<file path="src/inc/vms_pkg.sv">
// Constants of the VCO mode and seed register bank.
// Assumes an APB slave with 32-bit data and word-aligned registers.
//------------------------------------------------------------
//------------------------------------------------------------
package vms_pkg;
  localparam int unsigned vms_reg_w = 24;
  // Printed offsets are indices; byte address is four times the index
  localparam logic [7:0] vms_idx_modes = 8'h17;
  localparam logic [7:0] vms_idx_bias = 8'h18;
  localparam logic [7:0] vms_idx_cal = 8'h19;
  localparam logic [7:0] vms_idx_seed = 8'h1a;
  localparam logic [23:0] vms_rst_modes = 24'h0001ab;
  localparam logic [23:0] vms_rst_bias = 24'h0054c1;
  localparam logic [23:0] vms_rst_cal = 24'h000aaa;
  localparam logic [23:0] vms_rst_seed = 24'hb29d0b;
  localparam logic [23:0] vms_cal_working = 24'h000ab2;
  // Modes register field positions
  localparam int unsigned vms_b_master = 0;
  localparam int unsigned vms_b_vco = 1;
  localparam int unsigned vms_b_ext_buf = 2;
  localparam int unsigned vms_b_pll_buf = 3;
  localparam int unsigned vms_b_pri_en = 4;
  localparam int unsigned vms_b_sec_en = 5;
  localparam int unsigned vms_b_ext_in = 6;
  localparam int unsigned vms_b_mute = 7;
  localparam int unsigned vms_b_pri_se = 8;
  localparam int unsigned vms_b_sec_se = 9;
  localparam int unsigned vms_b_cp_sel = 11;
  // Bias register field positions
  localparam int unsigned vms_b_bias0 = 19;
  localparam int unsigned vms_b_bias1 = 20;
endpackage

</file>
<file path="src/verilog/vms_regs.sv">
// VCO mode and seed register bank with APB slave and decoded controls.
// Assumes lock, mode and frequency-change inputs are synchronous to pclk.
//
// Register access over APB was left to the implementer.
`timescale 1ns/10ps
`default_nettype none
module vms_regs
  import vms_pkg::*;
(
  // APB
  input wire logic pclk,
  input wire logic presetn,
  input wire logic psel,
  input wire logic penable,
  input wire logic pwrite,
  input wire logic [11:0] paddr,
  input wire logic [31:0] pwdata,
  output logic [31:0] prdata,
  output logic pready,
  output logic pslverr,
  // Chip status
  input wire logic chip_en,
  input wire logic pll_locked,
  input wire logic exact_freq_mode,
  input wire logic auto_seed_en,
  input wire logic phase_sync_en,
  input wire logic freq_change,
  // Analog controls
  output logic subsys_en,
  output logic vco_en,
  output logic ext_vco_buf_en,
  output logic pll_buf_en,
  output logic ext_input_en,
  output logic primary_osc_output_en,
  output logic secondary_osc_output_en,
  output logic primary_osc_pos_pin,
  output logic primary_osc_neg_pin,
  output logic secondary_osc_pos_pin,
  output logic secondary_osc_neg_pin,
  output logic pump_output_one,
  output logic pump_output_two,
  output logic [1:0] ext_input_bias,
  output logic [23:0] cal_word,
  // Phase control
  output logic [23:0] phase_word,
  output logic phase_load,
  output logic phase_step
);
  //------------------------------------------------------------
  // Bus decode
  //------------------------------------------------------------
  logic [23:0] modes_q;
  logic [23:0] bias_q;
  logic [23:0] cal_q;
  logic [23:0] seed_q;
  logic chip_en_q;
  logic [23:0] phase_q;
  logic load_q;
  logic step_q;
  logic [9:0] idx;
  logic aligned;
  logic hit;
  logic access;
  logic wr;
  logic wr_modes;
  logic wr_bias;
  logic wr_cal;
  logic wr_seed;

  // True when a word index selects the given register
  function automatic logic reg_sel(input logic [9:0] i,
      input logic [7:0] r);
    reg_sel = (i == {2'b00, r});
  endfunction

  function automatic logic map_hit(input logic [9:0] i);
    map_hit = reg_sel(i, vms_idx_modes) || reg_sel(i, vms_idx_bias)
      || reg_sel(i, vms_idx_cal) || reg_sel(i, vms_idx_seed);
  endfunction

  assign idx = paddr[11:2];
  assign aligned = (paddr[1:0] == 2'b00);
  assign hit = map_hit(idx) && aligned;
  assign access = psel && penable;
  // No wait states: every access ends in its first access cycle
  assign pready = 1'b1;
  assign pslverr = access && !hit;
  assign wr = access && pwrite && hit;
  assign wr_modes = wr && reg_sel(idx, vms_idx_modes);
  assign wr_bias = wr && reg_sel(idx, vms_idx_bias);
  assign wr_cal = wr && reg_sel(idx, vms_idx_cal);
  assign wr_seed = wr && reg_sel(idx, vms_idx_seed);

  //------------------------------------------------------------
  // Registers
  //------------------------------------------------------------
  // Reserved bits are stored as written, so a rewrite replaces their defaults
  always_ff @(posedge pclk or negedge presetn) begin
    if (!presetn) begin
      modes_q <= vms_rst_modes;
    end else if (wr_modes) begin
      modes_q <= pwdata[23:0];
    end
  end

  always_ff @(posedge pclk or negedge presetn) begin
    if (!presetn) begin
      bias_q <= vms_rst_bias;
    end else if (wr_bias) begin
      bias_q <= pwdata[23:0];
    end
  end

  // Calibration keeps its default until software rewrites it
  always_ff @(posedge pclk or negedge presetn) begin
    if (!presetn) begin
      cal_q <= vms_rst_cal;
    end else if (wr_cal) begin
      cal_q <= pwdata[23:0];
    end
  end

  always_ff @(posedge pclk or negedge presetn) begin
    if (!presetn) begin
      seed_q <= vms_rst_seed;
    end else if (wr_seed) begin
      seed_q <= pwdata[23:0];
    end
  end

  //------------------------------------------------------------
  // Read data
  //------------------------------------------------------------
  logic [23:0] rd_word;

  // Unmapped and misaligned reads return zero
  always_comb begin
    rd_word = 24'h000000;
    if (!aligned) begin
      rd_word = 24'h000000;
    end else if (reg_sel(idx, vms_idx_modes)) begin
      rd_word = modes_q;
    end else if (reg_sel(idx, vms_idx_bias)) begin
      rd_word = bias_q;
    end else if (reg_sel(idx, vms_idx_cal)) begin
      rd_word = cal_q;
    end else if (reg_sel(idx, vms_idx_seed)) begin
      rd_word = seed_q;
    end
  end

  // Loaded in the setup cycle so it stands through the access phase
  always_ff @(posedge pclk or negedge presetn) begin
    if (!presetn) begin
      prdata <= 32'h00000000;
    end else if (psel && !penable && !pwrite) begin
      prdata <= {8'h00, rd_word};
    end
  end

  //------------------------------------------------------------
  // Mode decode
  //------------------------------------------------------------
  logic unmuted;
  logic pri_on;
  logic sec_on;
  assign subsys_en = modes_q[vms_b_master] && chip_en;
  assign vco_en = subsys_en && modes_q[vms_b_vco];
  assign ext_vco_buf_en = subsys_en && modes_q[vms_b_ext_buf];
  assign ext_input_en = subsys_en && modes_q[vms_b_ext_in];
  assign pll_buf_en = subsys_en && modes_q[vms_b_pll_buf];

  //------------------------------------------------------------
  // Output buffers
  //------------------------------------------------------------
  // Mute releases as soon as lock is reported
  assign unmuted = !modes_q[vms_b_mute] || pll_locked;
  assign pri_on = subsys_en && modes_q[vms_b_pri_en] && unmuted;
  assign sec_on = subsys_en && modes_q[vms_b_sec_en] && unmuted;
  assign primary_osc_output_en = pri_on;
  assign secondary_osc_output_en = sec_on;

  //------------------------------------------------------------
  // Output pins
  //------------------------------------------------------------
  // Single-ended mode uses the negative pin only
  assign primary_osc_neg_pin = pri_on;
  assign primary_osc_pos_pin = pri_on && !modes_q[vms_b_pri_se];
  assign secondary_osc_neg_pin = sec_on;
  assign secondary_osc_pos_pin = sec_on && !modes_q[vms_b_sec_se];

  //------------------------------------------------------------
  // Charge pump
  //------------------------------------------------------------
  assign pump_output_one = subsys_en && !modes_q[vms_b_cp_sel];
  assign pump_output_two = subsys_en && modes_q[vms_b_cp_sel];

  //------------------------------------------------------------
  // Bias and calibration
  //------------------------------------------------------------
  assign ext_input_bias = {bias_q[vms_b_bias1], bias_q[vms_b_bias0]};
  assign cal_word = cal_q;

  //------------------------------------------------------------
  // Seed phase control
  //------------------------------------------------------------
  // phase_word is seed; phase = 2*pi*phase_word/2^24
  logic sync_edge;
  logic take_seed;
  logic load_d;
  logic step_d;

  always_ff @(posedge pclk or negedge presetn) begin
    if (!presetn) begin
      chip_en_q <= 1'b0;
    end else begin
      chip_en_q <= chip_en;
    end
  end
  assign sync_edge = chip_en && !chip_en_q;

  //------------------------------------------------------------
  // Phase event selection
  //------------------------------------------------------------
  always_comb begin
    take_seed = 1'b0;
    load_d = 1'b0;
    step_d = 1'b0;
    if (exact_freq_mode) begin
      take_seed = 1'b1;
      load_d = wr_seed;
      step_d = phase_sync_en && sync_edge;
    end else if (auto_seed_en) begin
      take_seed = sync_edge;
      load_d = sync_edge;
    end else begin
      take_seed = freq_change || sync_edge;
      load_d = freq_change || sync_edge;
    end
  end

  always_ff @(posedge pclk or negedge presetn) begin
    if (!presetn) begin
      phase_q <= vms_rst_seed;
    end else if (take_seed) begin
      phase_q <= seed_q;
    end
  end

  // One-cycle pulses
  always_ff @(posedge pclk or negedge presetn) begin
    if (!presetn) begin
      load_q <= 1'b0;
    end else begin
      load_q <= load_d;
    end
  end

  always_ff @(posedge pclk or negedge presetn) begin
    if (!presetn) begin
      step_q <= 1'b0;
    end else begin
      step_q <= step_d;
    end
  end
  assign phase_word = phase_q;
  assign phase_load = load_q;
  assign phase_step = step_q;
endmodule
`default_nettype wire
</file>
<file path="config.mk">
export PLATFORM = sky130hd
export DESIGN_NAME = vms_regs
export DESIGN_NICKNAME = d
export VERILOG_FILES = /design/src/inc/vms_pkg.sv /design/src/verilog/vms_regs.sv
export SDC_FILE = /design/constraint.sdc
export NUM_CORES = 1
export LEC_CHECK = 0
export ABC_AREA = 1
export BUFFER_PORTS_ARGS = -buffer_cell sky130_fd_sc_hd__buf_2
export CAP_MARGIN = 10
export CORE_MARGIN = 1
export CORE_UTILIZATION = 45
export DETAILED_ROUTE_END_ITERATION = 10
export GPL_TIMING_DRIVEN = 0
export PLACE_DENSITY_LB_ADDON = 0.15
export SETUP_SLACK_MARGIN = 0.15
export SYNTH_ARGS = -nofsm -noshare
export SYNTH_HDL_FRONTEND = slang
export SYNTH_SLANG_ARGS = --single-unit
export TNS_END_PERCENT = 10
</file>
<file path="constraint.sdc">
create_clock -name pclk -period 2.75 [get_ports pclk]
set_clock_uncertainty 0.05 [all_clocks]
set_input_delay 0.1375 -clock pclk [delete_from_list [all_inputs] [get_ports pclk]]
set_output_delay 0.1375 -clock pclk [all_outputs]
set_load 0.005 [all_outputs]
</file>
* After elaboration in Yosys (flattened, before gate mapping) *
Cells that the tools add are included.

cells by class
  add/subtract/negate cells = 0
  $mul = 0
  div/mod/pow operators = 0
  magnitude comparators = 0
  equality and inequality tests = 4
  shifts and indexed selects = 0
  multiplexer cells = 9
  bitwise logic cells = 0
  reductions and logical operators = 40

operators with widths
  cell                   count
  $mux W24               5
  $eq A10 B5 Y1 const B  4
  $logic_and A1 B1 Y1    26
  $logic_not A1 Y1       8
  $logic_or A1 B1 Y1     5
  $mux W1                4
  $logic_not A2 Y1       1

word-level totals
  bits in registers = 147
  latch bits = 0
  bits in writable memories = 0
  memory bits (read-only) = 0
  word-level logic and storage cells = 62
  memories = 0

* Longest topological paths before layout *
Gate-level depths: netlist of run 1.

  depth after elaboration = 8
  gate-level depth with buffers = 10
  depth with buffers taken out = 9

* Worst setup path after synthesis of run 1 *
OpenSTA, ideal clock, no wires.

  path type = input -> register
  from = in paddr[8]
  to = reg modes_q[17]
  library setup time = 0.130 ns
  arrival time = 1.226 ns
  required time = 2.570 ns
  setup slack = 1.344 ns
  stages on the path = 10
  cells stage by stage = inv_1 > nand2_1 > nor2_8 > nand3_4 > inv_2 > nand4_2 > buf_4 > buf_6 > nand2_1 > o21ai_1

on the way
  longest elaborated chain between the ends = 7
  elaborated cells between the ends (all ways) = 10

ends and longest elaborated chain
  element                          line             RTL
  start, declared                  vms_regs.sv:16   input wire logic [11:0] paddr,
  $eq A10 B5 Y1                    vms_regs.sv:73   reg_sel = (i == {2'b00, r});
  $logic_or A1 B1 Y1               vms_regs.sv:77   map_hit = reg_sel(i, vms_idx_modes) || reg_sel(i, vms_idx_bias)
  $logic_or A1 B1 Y1 (2 in a row)  vms_regs.sv:78   || reg_sel(i, vms_idx_cal) || reg_sel(i, vms_idx_seed);
  $logic_and A1 B1 Y1              vms_regs.sv:83   assign hit = map_hit(idx) && aligned;
  $logic_and A1 B1 Y1              vms_regs.sv:88   assign wr = access && pwrite && hit;
  $logic_and A1 B1 Y1 *            vms_regs.sv:89   assign wr_modes = wr && reg_sel(idx, vms_idx_modes);
  end signal, assigned             vms_regs.sv:100  modes_q <= vms_rst_modes;
  end signal, assigned             vms_regs.sv:102  modes_q <= pwdata[23:0];
  end, declared                    vms_regs.sv:52   logic [23:0] modes_q;

Mark *: on every way between the ends. The rest lies on a longest branch, timed or not.
A chain may end at the register's enable or synchronous reset.

* Worst setup path in the final report of run 1 *
  from = reg modes_q[0]
  to = out secondary_osc_output_en

on the way
  longest elaborated chain between the ends = 3

ends and longest elaborated chain
  element                           line             RTL
  $logic_and A1 B1 Y1               vms_regs.sv:167  assign subsys_en = modes_q[vms_b_master] && chip_en;
  $logic_and A1 B1 Y1 (2 in a row)  vms_regs.sv:179  assign sec_on = subsys_en && modes_q[vms_b_sec_en] && unmuted;
  end, declared                     vms_regs.sv:35   output logic secondary_osc_output_en,

Every way passes these cells.

==> results of run 1 <==
-- state kept, by name, summed over array words and instances (netlist names) --
register,count
bias_q,24
cal_word,24
chip_en_q,1
modes_q,24
phase_load,1
phase_step,1
phase_word,24
prdata,24
seed_q,24
-- Yosys cell counts --
cell type | n | area (sq um)
nor2_1 | 47 | 176.4
nand2_2 | 2 | 12.51
nand2_1 | 321 | 1205
o21ai_0 | 49 | 245.2
dfrtp_1 | 105 | 2628
nor2_8 | 1 | 20.02
inv_2 | 1 | 3.750
nand3_4 | 1 | 17.52
nor4_1 | 2 | 12.51
inv_1 | 50 | 187.7
nand4_1 | 26 | 162.7
nor2_4 | 3 | 33.78
dfstp_2 | 42 | 1104
o21ai_2 | 17 | 148.9
a21oi_1 | 10 | 50.05
o21ai_1 | 54 | 270.3
nand4_2 | 4 | 50.05
buf_4 | 16 | 120.1
nand3_1 | 1 | 5.000
conb_1 | 2 | 7.510
buf_6 | 8 | 90.09
nand2_4 | 1 | 11.26
buf_2 | 6 | 30.03
nor3_1 | 3 | 15.01
clkbuf_1 | 26 | 97.59
-- how the worst max path moves through the flow --
stage | startpoint | to | slack [ns] | depth (start not counted)
floorplan | paddr[8] | modes_q[17] | 1.34 | 10
global placement | presetn | phase_word[18] | -0.66 | 1
detailed placement | paddr[1] | prdata[17] | 0.93 | 7
CTS | modes_q[0] | secondary_osc_output_en | 0.65 | 5
global route | modes_q[0] | primary_osc_output_en | 0.55 | 5
finish | modes_q[0] | secondary_osc_output_en | 0.64 | 5
-- cells in the final DEF (no fill, tap or decap), drive strengths merged, types with 3 or more instances in the layout --
| master | instances |
|---|---|
| inv | 51 |
| dlygate4sd3 | 24 |
| dfstp | 42 |
| buf | 167 |
| nor3 | 3 |
| nor2 | 51 |
| a21oi | 10 |
| nand4 | 30 |
| clkinv | 8 |
| clkbuf | 47 |
| dfrtp | 105 |
| conb | 9 |
| clkinvlp | 3 |
| nand2 | 324 |
| o21ai | 120 |
-- per-layer routing --
metal	GRT usage	up-vias
met3	0.04853	26
li1	-	2889
met1	0.3450	2774
met5	0	-
met2	0.4261	162
met4	0.09301	0
-- power by group through the flow --
stage / combinational (mW) / clock [mW] / sequential [mW]
6_report: 0.219 / 2.08 / 2.17
5_1_grt: 0.250 / 2.19 / 2.17
4_1_cts: 0.223 / 2.10 / 2.17
2_1_floorplan: 0.0800 / 0 / 2.21
3_5_place_dp: 0.196 / 0 / 2.21
3_3_place_gp: 0.190 / 0 / 2.21
-- what timing repair did --
item                                   in CTS  in global routing
hold buffers                               24                  0
endpoints found under the hold margin     118                  0
setup endpoints to repair                   0                  0
buffers inserted                            0                  0
-- area by class of cell --
| type | count | area, sq um | share of cell area |
|---|---|---|---|
| clock buffer | 21 | 460.4 | 0.05457 |
| clock inverter | 11 | 62.56 | 0.007414 |
| buffer | 56 | 337.8 | 0.04004 |
| sequential | 147 | 3731 | 0.4422 |
| tap | 184 | 230.2 | 0.02728 |
| inverter | 51 | 191.4 | 0.02269 |
| multi-input combinational | 551 | 2470 | 0.2927 |
| timing repair buffer | 161 | 954.7 | 0.1131 |
-- cells by family (layout without fill, tap and decap cells) --
kind of cell | after synthesis | after routing | synth area share
AND/OR/NAND/NOR | 412 | 412 | 0.2568
flip-flops | 147 | 147 | 0.5566
AO/OA/AOI/OAI | 130 | 130 | 0.1066
buffers and inverters | 107 | 300 | 0.07895
other | 2 | 9 | 0.001120
-- tightest hold or removal path, cell delays in order --
cell and delay (ns):
buf_2 0.09, inv_1 0.16, o21ai_2 0.08
-- metrics by stage --
step	utilization	setup TNS (ns)	total power, mW	hold WS [ns]
final	0.5806	0	4.465	0.0006090
after global routing	0.5806	0	4.606	0.01304
after CTS	0.5806	0	4.494	0.007376
after detailed placement	0.5281	0	2.402	0.1617
after global placement	0.5257	-67.94	2.396	0.2846
after floorplan	-	0	2.287	-0.2081
==> metrics.csv, run 1 <==
stage,metric,value,unit
placement,gp_congestion,0.8437,
route,drt_wl_total,18800,microns
layout,syn_to_final_growth,25.87,%
global_routing,grt.overflow.total,0,
setup_path,crit_family,flip-flops,
sta,finalHoldViolCount,0,
placement,dp_hpwl,13010,microns
route,wl_per_cell,15.91,microns
cts,clock-sinks,147,
route,first_pass_iters,5,
cts,root_buffer,clkbuf_16,
placement,pre_cts_slack,0.9336,ns
yosys,avgSynthCellArea,8.401,sq um
pwr,seqPwrFrac,0.486,
floorplan,start_util,0.4613,
pwr,switching_share,0.2321,
sta,finalCriticalPeriod,2.108,ns
sta,finalCritPeriodShare,0.7666,
yosys,synth_cells,798,
route,ant_nets,0,
setup_path,worstReg2RegStart,chip_en_q,
flow_run,maxCapViolations,0,
route,top_layer,met4,
setup_path,path_max_fanout,10,
min_path,min_path_cells,3,
floorplan,die_w,124.1,microns
pwr,switching_power,1.036,mW
setup_path,worstReg2RegEnd,phase_word[7],
floorplan,core,14530,sq um
floorplan,fp-row-count,44,
pwr,power_density,529.2,nW/um^2
sta,worst_pin_slew,0.7213,ns
cts,cts-resized-gates,0,
sta,grt_setup_unrepaired,no,
setup_path,crit_buf_inv,3,
layout,finalNonFillerCells,1182,
pwr,p_int,3.429,mW
layout,fillers,1353,
sta,setup_slack,0.6418,ns
cts,cts_buffers,17,
floorplan,die_height,124.1,microns
layout,stdcell_area,8438,sq um
cts,cts_max_level,4,
cts,path_clk_slew,0.06,ns
sta,final_max_slew_viol_count,0,
cts,cts_buffer_depth,2,
setup_path,rrSetupSlack,1.03,ns
layout,num_antenna_cells,0,
sta,setup_viol,0,
min_path,hold_path.class,in -> reg,
yosys,ys_seq_area_frac,0.5566,
pwr,p_leak,4.668,nW
pwr,p_comb_frac,0.049,
global_routing,track_usage,0.2605,
global_routing,grt_max_degree,75,
placement,dp_cells,1126,
setup_path,required,2.56,ns
setup_path,worstPathArrival,1.92,ns
setup_path,cpMaxStageDelayCell,dfstp_2,
min_path,hp-start,pwdata[0],
setup_path,worstPathCellList,nand2_1 -> clkbuf_1 -> nor3_1 -> buf_4 -> buf_2,
yosys,syn_area,6704,sq um
floorplan,num_io_pins,154,
global_routing,antenna_found_initial,0,
setup_path,crit_path_end_kind,output pin,
min_path,worstHoldEndpoint,modes_q[0],
route,met3_length,854,microns
setup_path,path_class,reg -> out,
setup_path,crit_path_start_kind,flip-flop,
global_routing,grt_pass1_wl,29330,microns
yosys,ys_warn_count,0,
sta,fmax,474.3,MHz
global_routing,grt_pass1_vias,5599,
route,vias,5851,
placement,port_buffers,136,
layout,drive_gt1_frac,0.2695,
route,viasPerCell,4.950,
pwr,clkPwrFrac,0.465,
cts,cts_tree,yes,
pwr,vdd_drop_max,0.4318,mV
sta,slew_headroom,0.5191,
layout,nets,1040,
setup_path,crit_path_max_incr_delay,0.54,ns
route,first_iter_violations,446,
route,wl_met2,9174,microns
route,drt-met1-wl,8401,microns
floorplan,die_area,15390,sq um
setup_path,reg2reg_depth,8,
yosys,ys_types,25,
route,drc_errors,0,
run_status,outcome,finished clean,
cts,clk_latency,0.42,ns
yosys,synth-seq-cells,147,
placement,detailed_place.area,7675,sq um
(Power assumes the default switching activity.)
==> run 2: changes to the inputs <==
- clock period: 2.75 -> 1.9 ns (I/O delays scaled with it)
==> run 2 against run 1 <==
  * Combinational power rose by 53%
  * Worst hold slack improved by 0.080 ns
  * Sequential share of layout area fell by 0.67 points
  * Critical endpoint is now vco_en
  * Count of clock-buffer cells in the layout did not move
  * Non-clock buffer count rose by 9
  * Critical path depth did not move
  * Clock power rose by 44%
  * Global-route usage rose by 0.070 points
  * Cell count rose by 0.76%
  * Wire length rose by 0.38%
  * Total power rose by 45%
  * First-iteration DRC count rose by 1.1%
==> metrics.csv, run 2 (same netlist as run 1, synthesis figures left out) <==
stage,metric,value,unit
cts,path_clk_slew,0.06,ns
layout,layout_commonest_cell,nand2_1,
global_routing,grt_max_degree,75,
layout,nets,1049,
sta,finalHoldViolCount,0,
cts,cts_buffers,17,
cts,cts_buffer_depth,2,
sta,final_max_slew_viol_count,0,
cts,cts_tree,yes,
cts,cts_max_level,4,
cts,clock-sinks,147,
global_routing,grt_pass1_vias,5611,
floorplan,fp-row-count,44,
global_routing,track_usage,0.2612,
layout,mostFrequentLayoutCells,"320 x nand2_1, 141 x buf_2, 105 x dfrtp_1, 54 x o21ai_1, 50 x inv_1",
layout,syn_to_final_growth,27.81,%
sta,setup_viol,0,
flow_run,maxCapViolations,0,
sta,finalCritPeriodShare,0.9158,
floorplan,die_area,15390,sq um
route,drc_errors,0,
route,first_pass_iters,5,
setup_path,worstPathArrival,1.60,ns
pwr,power_density,755.3,nW/um^2
floorplan,start_util,0.4613,
setup_path,path_max_fanout,7,
global_routing,grt_pass1_wl,29430,microns
sta,worst_pin_slew,0.7021,ns
route,ant_nets,0,
global_routing,antenna_found_initial,0,
placement,dp_hpwl,13010,microns
layout,num_antenna_cells,0,
sta,grt_setup_unrepaired,yes,
pwr,vdd_drop_max,0.6238,mV
placement,gp_congestion,0.8437,
sta,finalCriticalPeriod,1.740,ns
cts,clk_latency,0.42,ns
route,viasPerCell,4.957,
setup_path,required,1.75,ns
cts,root_buffer,clkbuf_16,
placement,port_buffers,136,
floorplan,die_w,124.1,microns
route,vias,5904,
route,first_iter_violations,451,
layout,fillers,1339,
sta,hold_ws,0.08031,ns
sta,setup_tns,0,ns
layout,drive_gt1_frac,0.2790,
placement,detailed_place.area,7675,sq um
min_path,hold_path.class,in -> reg,
floorplan,die_height,124.1,microns
global_routing,grt.overflow.total,0,
route,wl_per_cell,15.85,microns
run_status,outcome,finished clean,
sta,slew_headroom,0.5319,
sta,fmax,574.7,MHz
route,drt_wl_total,18870,microns
setup_path,crit_path_end_kind,output pin,
layout,stdcell_area,8568,sq um
layout,finalNonFillerCells,1191,
pwr,p_leak,4.732,nW
floorplan,core,14530,sq um
setup_path,crit_path_start_kind,flip-flop,
setup_path,path_class,reg -> out,
floorplan,num_io_pins,154,
placement,dp_cells,1126,
run 2: stage by stage:
stage / utilization / setup slack (ns) / total power, mW
floorplan: - / 0.5225 / 3.310
finish: 0.5895 / 0.1600 / 6.472
detailed placement: 0.5281 / 0.1261 / 3.477
CTS: 0.5854 / 0.1223 / 6.510
global placement: 0.5257 / -1.465 / 3.468
global route: 0.5895 / 0.1044 / 6.684
run 2: metal layers:
metal  global-route usage  up-vias  wire (microns)
li1                     -     2913               -
met1               0.3447     2808            8431
met2               0.4289      160            9271
met3              0.04991       23             840
met4              0.09077        0             329
met5                    0        -               0
run 2: final cells by class:
cell class              instances  area, sq um  share of cell area
multi-input cells             551         2511              0.2931
inverters                      51        191.4             0.02234
clock inverters                11        62.56            0.007301
flip-flops and latches        147         3731              0.4355
plain buffers                  56        349.1             0.04074
clock buffers                  21        460.4             0.05374
repair buffers                170         1032              0.1205
well taps                     184        230.2             0.02687
run 2: power breakdown:
group	internal [mW]	leakage, nW	switching, mW	total [mW]
sequential	3.14	1.90	0.000800	3.14
clock	1.71	0.258	1.28	3.00
combinational	0.122	2.58	0.212	0.334
run 2: repair_timing:
item                                   in CTS  in global routing
endpoints found under the hold margin     159                  0
pin swaps                                   0                  1
buffers inserted                            1                  4
setup endpoints to repair                  12                 28
hold buffers                               28                  0
gates resized for setup                     6                  7
run 2: final timing paths:
| check | slack, ns | to | startpoint | cells past startpoint |
|---|---|---|---|---|
| max | 0.16 | vco_en | modes_q[0] | 5 |
| min | 0.08 | prdata[1] | pwrite | 5 |
| max reg2reg | 0.40 | phase_word[7] | chip_en_q | 8 |
| min reg2reg | 0.41 | phase_word[3] | phase_word[3] | 2 |
| max in group asynchronous | 0.73 | phase_word[11] | presetn | 3 |
| min in group asynchronous | 0.21 | prdata[6] | presetn | 2 |
run 2: worst max-delay path, stage by stage (launching register included):
cell and delay [ns]:
dfstp_2 0.56, nand2_4 0.08, buf_8 0.15, buf_4 0.15
nor2_1 0.10, buf_2 0.13
==> run 3: changes to the inputs <==
- PLACE_DENSITY: default -> 0.76
- PLACE_DENSITY_LB_ADDON: 0.15 -> default
==> run 3 against run 2 <==
  * Clock power grew 11%
  * Largest cell class unchanged
  * Setup slack lost 0.016 ns
  * Critical endpoint is now primary_osc_output_en
  * Highest routed layer unchanged
  * Register-to-register slack lost 0.17 ns
==> metrics.csv, run 3 (same netlist as run 1, synthesis figures left out) <==
stage,metric,value,unit
run_status,outcome,finished clean,
setup_path,worstReg2RegStart,chip_en_q,
global_routing,grt.overflow.total,0,
floorplan,fp-row-count,44,
global_routing,grt_pass1_vias,5960,
floorplan,die_w,124.1,microns
floorplan,die_height,124.1,microns
global_routing,track_usage,0.2730,
route,drc_errors,0,
layout,syn_to_final_growth,28.84,%
global_routing,grt_use_met1,0.3542,
pwr,total_power,6.819,mW
floorplan,num_io_pins,154,
sta,fmax,569.4,MHz
global_routing,busiest_layer,met2,
placement,port_buffers,136,
sta,finalCriticalPeriod,1.756,ns
route,first_iter_violations,512,
setup_path,path_class,reg -> out,
global_routing,grt_max_degree,84,
global_routing,antenna_found_initial,0,
placement,pre_cts_slack,-0.1002,ns
layout,mostFrequentLayoutCells,"320 x nand2_1, 141 x buf_2, 105 x dfrtp_1, 54 x o21ai_1, 50 x inv_1",
sta,finalHoldViolCount,0,
layout,stdcell_area,8637,sq um
min_path,hp-start,chip_en,
sta,worst_pin_slew,0.7665,ns
flow_run,maxCapViolations,0,
placement,gp_congestion,0.8479,
global_routing,grtUsageMet2,0.4275,
route,vias,6143,
floorplan,start_util,0.4613,
setup_path,crit_start,modes_q[0],
layout,layout_commonest_cell,nand2_1,
layout,nets,1047,
floorplan,die_area,15390,sq um
setup_path,required,1.75,ns
setup_path,worstPathArrival,1.61,ns
route,first_pass_iters,5,
route,viasPerCell,5.162,
cts,cts_buffers,17,
pwr,vdd_drop_max,0.6248,mV
pwr,power_density,789.5,nW/um^2
cts,cts_tree,yes,
sta,setup_viol,0,
cts,clock-sinks,147,
cts,clk_latency,0.43,ns
sta,setup_slack,0.1439,ns
placement,detailed_place.area,7675,sq um
cts,root_buffer,clkbuf_16,
placement,dp_hpwl,13050,microns
route,ant_nets,0,
floorplan,core,14530,sq um
cts,cts_buffer_depth,2,
layout,drive_gt1_frac,0.2816,
pwr,p_leak,4.750,nW
layout,fillers,1308,
setup_path,crit_path_start_kind,flip-flop,
route,drt_wl_total,19490,microns
sta,grt_setup_unrepaired,yes,
sta,finalCritPeriodShare,0.9243,
cts,path_clk_slew,0.06,ns
global_routing,grt_util_met3,0.06731,
min_path,hold_path.class,in -> reg,
sta,slew_headroom,0.4890,
sta,final_max_slew_viol_count,0,
sta,hold_ws,0.1190,ns
route,wl_per_cell,16.38,microns
setup_path,crit_path_end_kind,output pin,
setup_path,path_max_fanout,7,
sta,setup_tns,0,ns
global_routing,grt_pass1_wl,31020,microns
cts,cts_max_level,4,
[run 3: cell count changes in the layout (fill, tap and decap cells not counted), sizes merged]
| cell | change |
|---|---|
| clkinvlp | -1 |
| inv | +4 |
| bufinv | +2 |
| buf | -4 |
| clkbuf | -2 |
| diode | +1 |
| clkinv | -2 |
| dlygate4sd3 | +1 |
[run 3: cell type report]
type | count | area, sq um | area share
Inverter | 51 | 191.4 | 0.02216
Tap cell | 184 | 230.2 | 0.02666
Clock inverter | 14 | 151.4 | 0.01753
Sequential cell | 147 | 3731 | 0.4320
Buffer | 56 | 351.6 | 0.04071
Antenna cell | 1 | 2.502 | 0.0002897
Clock buffer | 18 | 439.2 | 0.05085
Multi-Input combinational cell | 551 | 2520 | 0.2918
Timing Repair Buffer | 168 | 1020 | 0.1181
[run 3: metrics by stage]
step             util  cells
3_5_place_dp   0.5281   1126
3_3_place_gp   0.5257   1125
4_1_cts        0.5939   1189
6_report       0.5943   1190
2_1_floorplan       -    805
5_1_grt        0.5941   1189
[run 3: path summary, 6_finish.rpt]
path                                               to  slack [ns]  depth (start not counted)
worst max-delay path            primary_osc_output_en        0.14                          5
worst min-delay path                    phase_word[1]        0.12                          6
worst max register to register         phase_word[12]        0.23                          8
worst min register to register         phase_word[20]        0.41                          2
max in group asynchronous                   seed_q[3]        0.75                          3
min in group asynchronous                 modes_q[11]        0.23                          2
[run 3: timing repair]
action,4_1_cts,5_1_grt
endpoints found under the hold margin,163,0
cloned,0,0
endpoints found under the setup margin,31,23
pin swaps,1,0
setup buffers,2,0
hold buffers,29,0
gates resized for setup,14,4
[run 3: critical path, cell delays in order (launching register included)]
cell and delay [ns]:
dfstp_2 0.53, nand2_2 0.07, clkbuf_8 0.17, nor3_4 0.18
buf_4 0.13, buf_2 0.09
[run 3: layer usage]
layer	vias to the layer above	routed length (microns)
li1	2920	-
met1	2941	8245
met2	236	9358
met3	46	1339
met4	0	549
met5	-	0
[run 3: report_power, final]
group | switching (mW) | internal [mW]
logic | 0.220 | 0.117
clock network | 1.36 | 1.98
registers | 0.000774 | 3.14
